[config.mk]
export PLATFORM = sky130hd
export DESIGN_NAME = emsc_top
export DESIGN_NICKNAME = d
export VERILOG_FILES = /design/src/hw/emsc_pkg.sv /design/src/hw/emsc_top.sv /design/src/hw/emsc_region_dec.sv /design/src/hw/emsc_pin_cfg.sv
export SDC_FILE = /design/constraint.sdc
export NUM_CORES = 1
export LEC_CHECK = 0
export BUFFER_PORTS_ARGS = -buffer_cell sky130_fd_sc_hd__buf_2
export CORE_ASPECT_RATIO = 2
export CORE_MARGIN = 3
export CORE_UTILIZATION = 42
export DETAILED_ROUTE_END_ITERATION = 16
export PLACE_DENSITY = 0.8
export SETUP_SLACK_MARGIN = 0.15
export SYNTH_ARGS = -nofsm -noshare
export SYNTH_HDL_FRONTEND = slang
export SYNTH_SLANG_ARGS = --single-unit
[constraint.sdc]
create_clock -name clk_i -period 3.7 [get_ports clk_i]
set_input_delay 0.555 -clock clk_i [delete_from_list [all_inputs] [get_ports clk_i]]
set_output_delay 0.555 -clock clk_i [all_outputs]
set_load 0.03 [all_outputs]
[src/hw/emsc_pkg.sv]
// Purpose: Shared constants and types for the external memory strobe and select block.
// Assumes: 125 MHz system clock, synchronous pin inputs.
// Notes:   Timing counts are derived here from times in nanoseconds.
`default_nettype none
package emsc_pkg;
	localparam int unsigned ADDR_W       = 17;
	localparam int unsigned DATA_W       = 16;
	localparam int unsigned NUM_CS       = 4;
	localparam int unsigned NUM_REGION   = 2;
	localparam int unsigned CLK_PERIOD_NS = 8;
	// Least strobe low time; rounds up to whole cycles.
	localparam int unsigned STROBE_NS    = 16;
	localparam int unsigned STROBE_CYC   = (STROBE_NS + CLK_PERIOD_NS - 1) / CLK_PERIOD_NS;
	// Chip select indices.
	localparam int unsigned CS_PROG      = 0;
	localparam int unsigned CS_DATA      = 1;
	localparam int unsigned CS_REG0      = 2;
	localparam int unsigned CS_REG1      = 3;
	// Port D pull-up bit positions of the shared select pins.
	localparam int unsigned PU_PROG_BIT  = 8;
	localparam int unsigned PU_DATA_BIT  = 9;
	localparam int unsigned PU_REG0_BIT  = 0;
	localparam int unsigned PU_REG1_BIT  = 1;
	// Reset values of pin registers.
	localparam logic        STROBE_RST   = 1'b1;
	localparam logic [3:0]  CS_N_RST     = 4'hF;
	localparam logic [3:0]  CS_PU_RST    = 4'hF;

	typedef struct packed {
		logic              write;
		logic              data_space;
		logic [ADDR_W-1:0] addr;
		logic [DATA_W-1:0] wdata;
	} emsc_req_t;

	typedef struct packed {
		logic [ADDR_W-1:0] base;
		logic [ADDR_W-1:0] mask;
	} emsc_region_t;

	typedef enum logic [3:0] {
		ST_IDLE   = 4'h1,
		ST_SETUP  = 4'h2,
		ST_STROBE = 4'h4,
		ST_HOLD   = 4'h8
	} emsc_state_t;
endpackage : emsc_pkg
`default_nettype wire

[src/hw/emsc_top.sv]
// Purpose: Drives the store and fetch strobes, address, data and chip select pins
//          of the external memory interface for one internal access at a time.
// Assumes: Pin inputs are synchronous to clk_i; one request at a time.
// Notes:   Pin outputs are registered from the next state, so they follow state_q.
//
// How it works
// - Store strobe is low during every write cycle, high otherwise.
// - While store strobe is low, all sixteen data pins drive write data.
// - Strobes qualify address and chip selects; those stay valid while strobe low.
// - Bus-drive bit chooses floating or driven address, strobes, selects when idle.
// - Chip select zero is program-space select, low on program accesses outside configured regions.
// - Chip select one is data-space select, low on data accesses outside configured regions.
// - Chip selects two and three assert for accesses in configured regions.
// - Store strobe pull-up disabled when the pull-up disable control bit is set.
// - Program-select pull-up disabled when port D pull-up bit 8 is clear.
// - Data-select pull-up disabled when port D pull-up bit 9 is clear.
// - Shared select pins individually configurable as general input or output.
// - Fetch strobe low on reads, data pins input, data captured at its rise.
`default_nettype none
module emsc_top
	import emsc_pkg::*;
#(
	parameter int unsigned STROBE_CYCLES = emsc_pkg::STROBE_CYC
) (
	input  wire logic                                              clk_i,
	input  wire logic                                              rst_i,
	input  wire logic                                              req_valid_i,
	input  wire emsc_pkg::emsc_req_t                               req_i,
	output logic                                                   req_ready_o,
	output logic                                                   done_o,
	output logic [emsc_pkg::DATA_W-1:0]                            rdata_o,
	input  wire logic                                              bus_drive_hold_i,
	input  wire emsc_pkg::emsc_region_t [emsc_pkg::NUM_REGION-1:0] region_i,
	input  wire logic [emsc_pkg::NUM_REGION-1:0]                   region_en_i,
	input  wire logic [emsc_pkg::NUM_CS-1:0]                       cs_gpio_mode_i,
	input  wire logic [emsc_pkg::NUM_CS-1:0]                       cs_gpio_out_i,
	input  wire logic [emsc_pkg::NUM_CS-1:0]                       cs_gpio_dir_i,
	input  wire logic [emsc_pkg::NUM_CS-1:0]                       cs_pin_i,
	output logic [emsc_pkg::NUM_CS-1:0]                            cs_gpio_in_o,
	input  wire logic                                              pullup_disable_ctrl_i,
	input  wire logic [15:0]                                       port_d_pullup_i,
	output logic [emsc_pkg::ADDR_W-1:0]                            address_pins_o,
	output logic                                                   address_oe_o,
	output logic                                                   store_strobe_n_o,
	output logic                                                   fetch_strobe_n_o,
	output logic                                                   strobe_oe_o,
	output logic [emsc_pkg::DATA_W-1:0]                            data_pins_o,
	output logic                                                   data_oe_o,
	input  wire logic [emsc_pkg::DATA_W-1:0]                       data_pins_i,
	output logic [emsc_pkg::NUM_CS-1:0]                            cs_n_o,
	output logic [emsc_pkg::NUM_CS-1:0]                            cs_oe_o,
	output logic                                                   strobe_pu_o,
	output logic [emsc_pkg::NUM_CS-1:0]                            cs_pu_o
);
	localparam int unsigned CNT_W = $clog2(STROBE_CYCLES + 1);

	if (STROBE_CYCLES < 1 || STROBE_CYCLES > 255) begin : g_bad_param
		$error("STROBE_CYCLES must lie between 1 and 255");
	end

	////////////////////////////////////////////////////////////////////////////////
	// Access sequencer.

	emsc_state_t          state_q;
	emsc_state_t          state_d;
	emsc_req_t            req_q;
	logic [CNT_W-1:0]     cnt_q;
	logic [NUM_REGION-1:0] hit_w;
	logic [NUM_REGION-1:0] hit_q;
	logic                 take_w;
	emsc_req_t            req_w;
	logic [NUM_REGION-1:0] hit_sel_w;
	logic                 strobe_end_w;
	logic                 busy_d;
	logic                 strobe_d;
	logic                 drive_data_d;
	logic [NUM_CS-1:0]    sel_w;
	logic [NUM_CS-1:0]    cs_n_d;
	logic [NUM_CS-1:0]    cs_oe_d;

	assign take_w       = req_valid_i && req_ready_o;
	// A request taken on this edge is used directly, so that the setup cycle already shows
	// its own address and select instead of those of the access before it.
	assign req_w        = take_w ? req_i : req_q;
	assign hit_sel_w    = take_w ? hit_w : hit_q;
	assign strobe_end_w = (state_q == ST_STROBE) && (cnt_q == CNT_W'(STROBE_CYCLES - 1));

	always_comb begin
		state_d = state_q;
		case (state_q)
			ST_IDLE:   if (take_w) state_d = ST_SETUP;
			ST_SETUP:  state_d = ST_STROBE;
			ST_STROBE: if (strobe_end_w) state_d = ST_HOLD;
			// Hold keeps address, select and write data one cycle past the strobe rise.
			ST_HOLD:   state_d = ST_IDLE;
			default:   state_d = ST_IDLE;
		endcase
	end

	emsc_region_dec u_region_dec (
		.addr_i      (req_i.addr),
		.region_i    (region_i),
		.region_en_i (region_en_i),
		.hit_o       (hit_w)
	);

	// Region selects win over the space selects so only one line ever goes low.
	assign sel_w[CS_REG0] = hit_sel_w[0];
	assign sel_w[CS_REG1] = hit_sel_w[1] && !hit_sel_w[0];
	assign sel_w[CS_PROG] = !(|hit_sel_w) && !req_w.data_space;
	assign sel_w[CS_DATA] = !(|hit_sel_w) && req_w.data_space;

	assign busy_d       = (state_d != ST_IDLE);
	assign strobe_d     = (state_d == ST_STROBE);
	assign drive_data_d = req_q.write && (state_d == ST_STROBE || state_d == ST_HOLD);

	for (genvar g = 0; g < NUM_CS; g++) begin : g_cs
		// A pin in general-purpose mode follows its own output and direction.
		assign cs_n_d[g]  = cs_gpio_mode_i[g] ? cs_gpio_out_i[g]
			: !(busy_d && sel_w[g]);
		assign cs_oe_d[g] = cs_gpio_mode_i[g] ? cs_gpio_dir_i[g]
			: (bus_drive_hold_i || busy_d);
	end

	always_ff @(posedge clk_i or posedge rst_i) begin
		if (rst_i) begin
			state_q <= ST_IDLE;
			req_q   <= '0;
			hit_q   <= '0;
			cnt_q   <= '0;
		end else begin
			state_q <= state_d;
			if (take_w) begin
				req_q <= req_i;
				hit_q <= hit_w;
			end
			cnt_q <= (state_q == ST_STROBE) ? cnt_q + CNT_W'(1) : '0;
		end
	end

	////////////////////////////////////////////////////////////////////////////////
	// Pin and answer registers.

	always_ff @(posedge clk_i or posedge rst_i) begin
		if (rst_i) begin
			req_ready_o      <= 1'b0;
			done_o           <= 1'b0;
			rdata_o          <= '0;
			address_pins_o   <= '0;
			address_oe_o     <= 1'b0;
			store_strobe_n_o <= STROBE_RST;
			fetch_strobe_n_o <= STROBE_RST;
			strobe_oe_o      <= 1'b0;
			data_pins_o      <= '0;
			data_oe_o        <= 1'b0;
			cs_n_o           <= CS_N_RST;
			cs_oe_o          <= '0;
		end else begin
			req_ready_o      <= (state_d == ST_IDLE);
			done_o           <= (state_q == ST_HOLD);
			address_pins_o   <= busy_d ? req_w.addr : address_pins_o;
			address_oe_o     <= bus_drive_hold_i || busy_d;
			strobe_oe_o      <= bus_drive_hold_i || busy_d;
			store_strobe_n_o <= !(strobe_d && req_q.write);
			fetch_strobe_n_o <= !(strobe_d && !req_q.write);
			data_pins_o      <= drive_data_d ? req_q.wdata : data_pins_o;
			data_oe_o        <= drive_data_d;
			cs_n_o           <= cs_n_d;
			cs_oe_o          <= cs_oe_d;
			// Read data is taken on the edge that raises the fetch strobe.
			if (strobe_end_w && !req_q.write) begin
				rdata_o <= data_pins_i;
			end
		end
	end

	emsc_pin_cfg u_pin_cfg (
		.clk_i                 (clk_i),
		.rst_i                 (rst_i),
		.pullup_disable_ctrl_i (pullup_disable_ctrl_i),
		.port_d_pullup_i       (port_d_pullup_i),
		.cs_pin_i              (cs_pin_i),
		.strobe_pu_o           (strobe_pu_o),
		.cs_pu_o               (cs_pu_o),
		.cs_gpio_in_o          (cs_gpio_in_o)
	);

	// The checks guarded by !$past(rst_i) skip the first edge after reset, where the
	// registers still show their reset values rather than the previous inputs.
	localparam int DONE_LAT = int'(STROBE_CYCLES) + 3;
endmodule : emsc_top
`default_nettype wire

[src/hw/emsc_region_dec.sv]
// Purpose: Address match for the two programmable chip select regions.
// Assumes: Region settings are stable during an access.
// Notes:   Purely combinational; the caller registers the result.
`default_nettype none
module emsc_region_dec
	import emsc_pkg::*;
(
	input  wire logic [emsc_pkg::ADDR_W-1:0]                      addr_i,
	input  wire emsc_pkg::emsc_region_t [emsc_pkg::NUM_REGION-1:0] region_i,
	input  wire logic [emsc_pkg::NUM_REGION-1:0]                  region_en_i,
	output logic [emsc_pkg::NUM_REGION-1:0]                       hit_o
);
	for (genvar g = 0; g < NUM_REGION; g++) begin : g_region
		// Only address bits set in the mask take part in the compare.
		assign hit_o[g] = region_en_i[g] &&
			((addr_i & region_i[g].mask) == (region_i[g].base & region_i[g].mask));
	end
endmodule : emsc_region_dec
`default_nettype wire

[src/hw/emsc_pin_cfg.sv]
// Purpose: Pull-up enables and general-purpose input capture of the shared pins.
// Assumes: Control inputs are synchronous to clk_i.
// Notes:   All outputs are registered.
`default_nettype none
module emsc_pin_cfg
	import emsc_pkg::*;
(
	input  wire logic                        clk_i,
	input  wire logic                        rst_i,
	input  wire logic                        pullup_disable_ctrl_i,
	input  wire logic [15:0]                 port_d_pullup_i,
	input  wire logic [emsc_pkg::NUM_CS-1:0] cs_pin_i,
	output logic                             strobe_pu_o,
	output logic [emsc_pkg::NUM_CS-1:0]      cs_pu_o,
	output logic [emsc_pkg::NUM_CS-1:0]      cs_gpio_in_o
);
	logic [NUM_CS-1:0] cs_pu_d;

	assign cs_pu_d[CS_PROG] = port_d_pullup_i[PU_PROG_BIT];
	assign cs_pu_d[CS_DATA] = port_d_pullup_i[PU_DATA_BIT];
	assign cs_pu_d[CS_REG0] = port_d_pullup_i[PU_REG0_BIT];
	assign cs_pu_d[CS_REG1] = port_d_pullup_i[PU_REG1_BIT];

	always_ff @(posedge clk_i or posedge rst_i) begin
		if (rst_i) begin
			strobe_pu_o  <= 1'b1;
			cs_pu_o      <= CS_PU_RST;
			cs_gpio_in_o <= '0;
		end else begin
			strobe_pu_o  <= ~pullup_disable_ctrl_i;
			cs_pu_o      <= cs_pu_d;
			cs_gpio_in_o <= cs_pin_i;
		end
	end
endmodule : emsc_pin_cfg
`default_nettype wire

==> impl_results.md <==
- Fmax: 453 MHz
- Most frequent cells after synthesis: dfrtp_1, mux2_2, nand2_1
- P&R area growth vs syn: 38.9%
- CTS Root Cell: clkbuf_16
- CTS resizes: 0
- Flops & latches, synth: about 120
- Yosys Warn Count: 0
- Setup_tns: 0 ns
- Worst setup path category: reg -> reg
- Post-Syn Instances: between 300 and 400
- Gr usage total: 19.7%
- RSZ-0062 raised after global routing: no
- Wire per inst: around 16 um
- Pwr Density: 764 nW/um^2
- Fin area: between 6000 and 7000 um^2
- Antenna violations before repair: 1
- Synth Area in Compound Gates: roughly 4%
- Antenna viol nets, final: 0
- Final min period: 2.21 ns
- Status: finished clean
- XOR/XNOR share of the synthesized area: 6.47%
- Inst Count DP: 708
- Full die area: roughly 13,000 um^2
- Area share of fa/ha/maj cells after synthesis: 0.264%
- Starting Density: between 40 and 50%
- Post-Layout Cell Count: between 700 and 800
- Flop pwr share: a little over a third
- Final Setup Violations: 0
- Library cells used by synthesis: 31
- Final hold violations: 0
- Slew margin rel.: between 40% and 50%
- Crit path capture type: flop
- Sequential fraction of the synthesis area: 61.0%
- Biggest area consumer among synthesized cells: dfrtp_1
- Die H: 156 um
- Total CTS buffers: 17
- Crit path required time: 3.97 ns
- Largest net degree at the start of global routing: 70
- Drt drc: 0
- Setup bufs post-CTS: 0
- R2r setup slk: 1.49 ns
- GR Overflow Total: 0
- Die width: 81.1 um
- # nets final: 746
- Reg clk slew, reported paths: about 0.050 ns
- Number of global-route vias before repair: 3,937
- First-pass GRT wire length: between 15,000 and 20,000 um
- Setup ws final: 1.49 ns
- Top post-synthesis cells by area: dfrtp_1, mux2_2, dfstp_2
- Place WS: 1.24 ns
- Max Slew Vio Count: 0
- Via count: 3,589
- Mapped Area: around 4700 um^2
- Dpl hpwl: 9280 um
- Sink Count: 115
- CP Launch Type: flop
- Clock latency on the worst-skew pair: approximately 0.40 ns
- # hold bufs at CTS: 0
- Final Util: approximately three fifths
- Maxcap violations: 0
- Max Buffers Root-to-Sink: 2
- Mean Syn Cell Area: 13.3 um^2
- Simple-gate share of the synthesized area: 7.55%
- Worst Skew: 0.00720 ns
- Share of layout cells above drive strength 1: 57.0%
- Sw Share: between 30% and 40%
- Worst vdd ir: about 0.53 mV
- CP max FO: 17
- Vias/cell: roughly 4.8
- Boundary Pins: around 230
- First-pass DRT Iterations: 4
- Dominant synthesized flop cell: dfrtp_1
- Level count of the clock H-tree: 4
- Drt total wl: 11,900 um
- EDFF count, synth: 0
- Critical path arrival: 2.48 ns
- Leak pwr: 3.35 nW
- PortBufs: 218
- Async SR Flop Fraction: 100%
- Clock share of power: 32.5%
- Main combinational cell family by area after synthesis: multiplexers
- Hold WC Path Type: in -> async
- DR iter-0 viols: about 100
- CTS tree: done
- P_int: ~3.3 mW
- Overall Power: 5.03 mW
- Net switching power figure: 1.71 mW
- Site Rows: 54
- Area after DPL: 5980 um^2
- Share of the synthesized area in the top cell type: 54.4%
- RePlAce Congestion: 0.897
- Part of the cycle the worst path needs: about three fifths
- Post-synth net total: 516
- Worst Tran Pin Value: about 0.85 ns
- Hold slack: between 0.08 and 0.09 ns
- Combinational share of power: 31.1%
- Multiplexer share of the synthesized area: ~18%
- CORE AREA: ~11,000 um^2
- Most common cell in the netlist: dfrtp_1
-- power by group through the flow --
stage | Sequential [mW] | Clock, mW | Combinational (mW)
2_1_floorplan | 2.28 | 0 | 0.638
3_3_place_gp | 1.83 | 0 | 1.54
3_5_place_dp | 1.85 | 0 | 1.58
4_1_cts | 1.83 | 1.67 | 1.59
5_1_grt | 1.87 | 1.74 | 1.68
6_report | 1.83 | 1.63 | 1.57
-- cells in the final DEF, fill, tap and decap left out, types with 5 or more instances in the layout --
cell,instances
mux2_2,62
xor2_1,35
mux2_4,10
dfrtp_1,103
clkbuf_16,17
a22oi_1,16
nand2_1,54
dfstp_2,12
buf_2,218
clkinvlp_4,6
inv_1,12
nand3_1,5
nor2_1,9
-- critical path: stages (launching register included) --
cell	delay, ns
dfrtp_1	0.42
xor2_1	0.20
nand3_1	0.54
clkinv_1	0.62
nand2_1	0.22
nand2_1	0.08
-- worst paths after layout --
path / start / to / depth (start not counted)
worst max-delay path: state_q[1]$_DFF_PP0_ / data_pins_o[11]$_DFFE_PP0P_ / 5
worst min-delay path: rst_i / strobe_oe_o$_DFF_PP0_ / 2
worst max register to register: state_q[1]$_DFF_PP0_ / data_pins_o[11]$_DFFE_PP0P_ / 5
worst min register to register: cnt_q[0]$_DFF_PP0_ / cnt_q[0]$_DFF_PP0_ / 1
max in group asynchronous: rst_i / cs_n_o[1]$_DFF_PP1_ / 3
min in group clk_i: port_d_pullup_i[9] / u_pin_cfg.cs_pu_o[1]$_DFF_PP1_ / 1
-- logic make-up after synthesis --
family,after synthesis
buffers and inverters,25
DFF,115
AOI/OAI and AO/OA,27
xor gates and xnor gates,35
adders and majority gates,1
and+or+nand+nor,82
muxes,72
-- state kept, by name (all words and copies together), names as in the netlist --
name                    cells
u_pin_cfg.cs_pu_o           4
cs_n_o                      4
hit_q                       2
store_strobe_n_o            1
req_ready_o                 1
data_pins_o                16
address_pins_o             17
strobe_oe_o                 1
data_oe_o                   1
req_q                      35
state_q                     4
cs_oe_o                     4
cnt_q                       2
rdata_o                    16
u_pin_cfg.cs_gpio_in_o      4
fetch_strobe_n_o            1
u_pin_cfg.strobe_pu_o       1
done_o                      1
-- area by class of cell --
cell class              instances  area (um^2)
fillers                       905         4360
clock inverters                13          160
clock buffers                  19          443
diodes                          1         2.50
well taps                     140          175
flip-flops and latches        115         2890
inverters                      14         56.3
repair buffers                222         1130
multi-input cells             217         1720
-- layer usage --
| layer | global-route usage [%] | part of all wire, % | vias to the layer above |
|---|---|---|---|
| met2 | 35.7 | 57 | 156 |
| met3 | 4.95 | 5.9 | 28 |
| li1 | - | - | 1666 |
| met1 | 20.0 | 33 | 1739 |
| met5 | 0 | 0 | - |
| met4 | 10.7 | 3.6 | 0 |
Note: power is estimated with default switching activity, not from simulation.
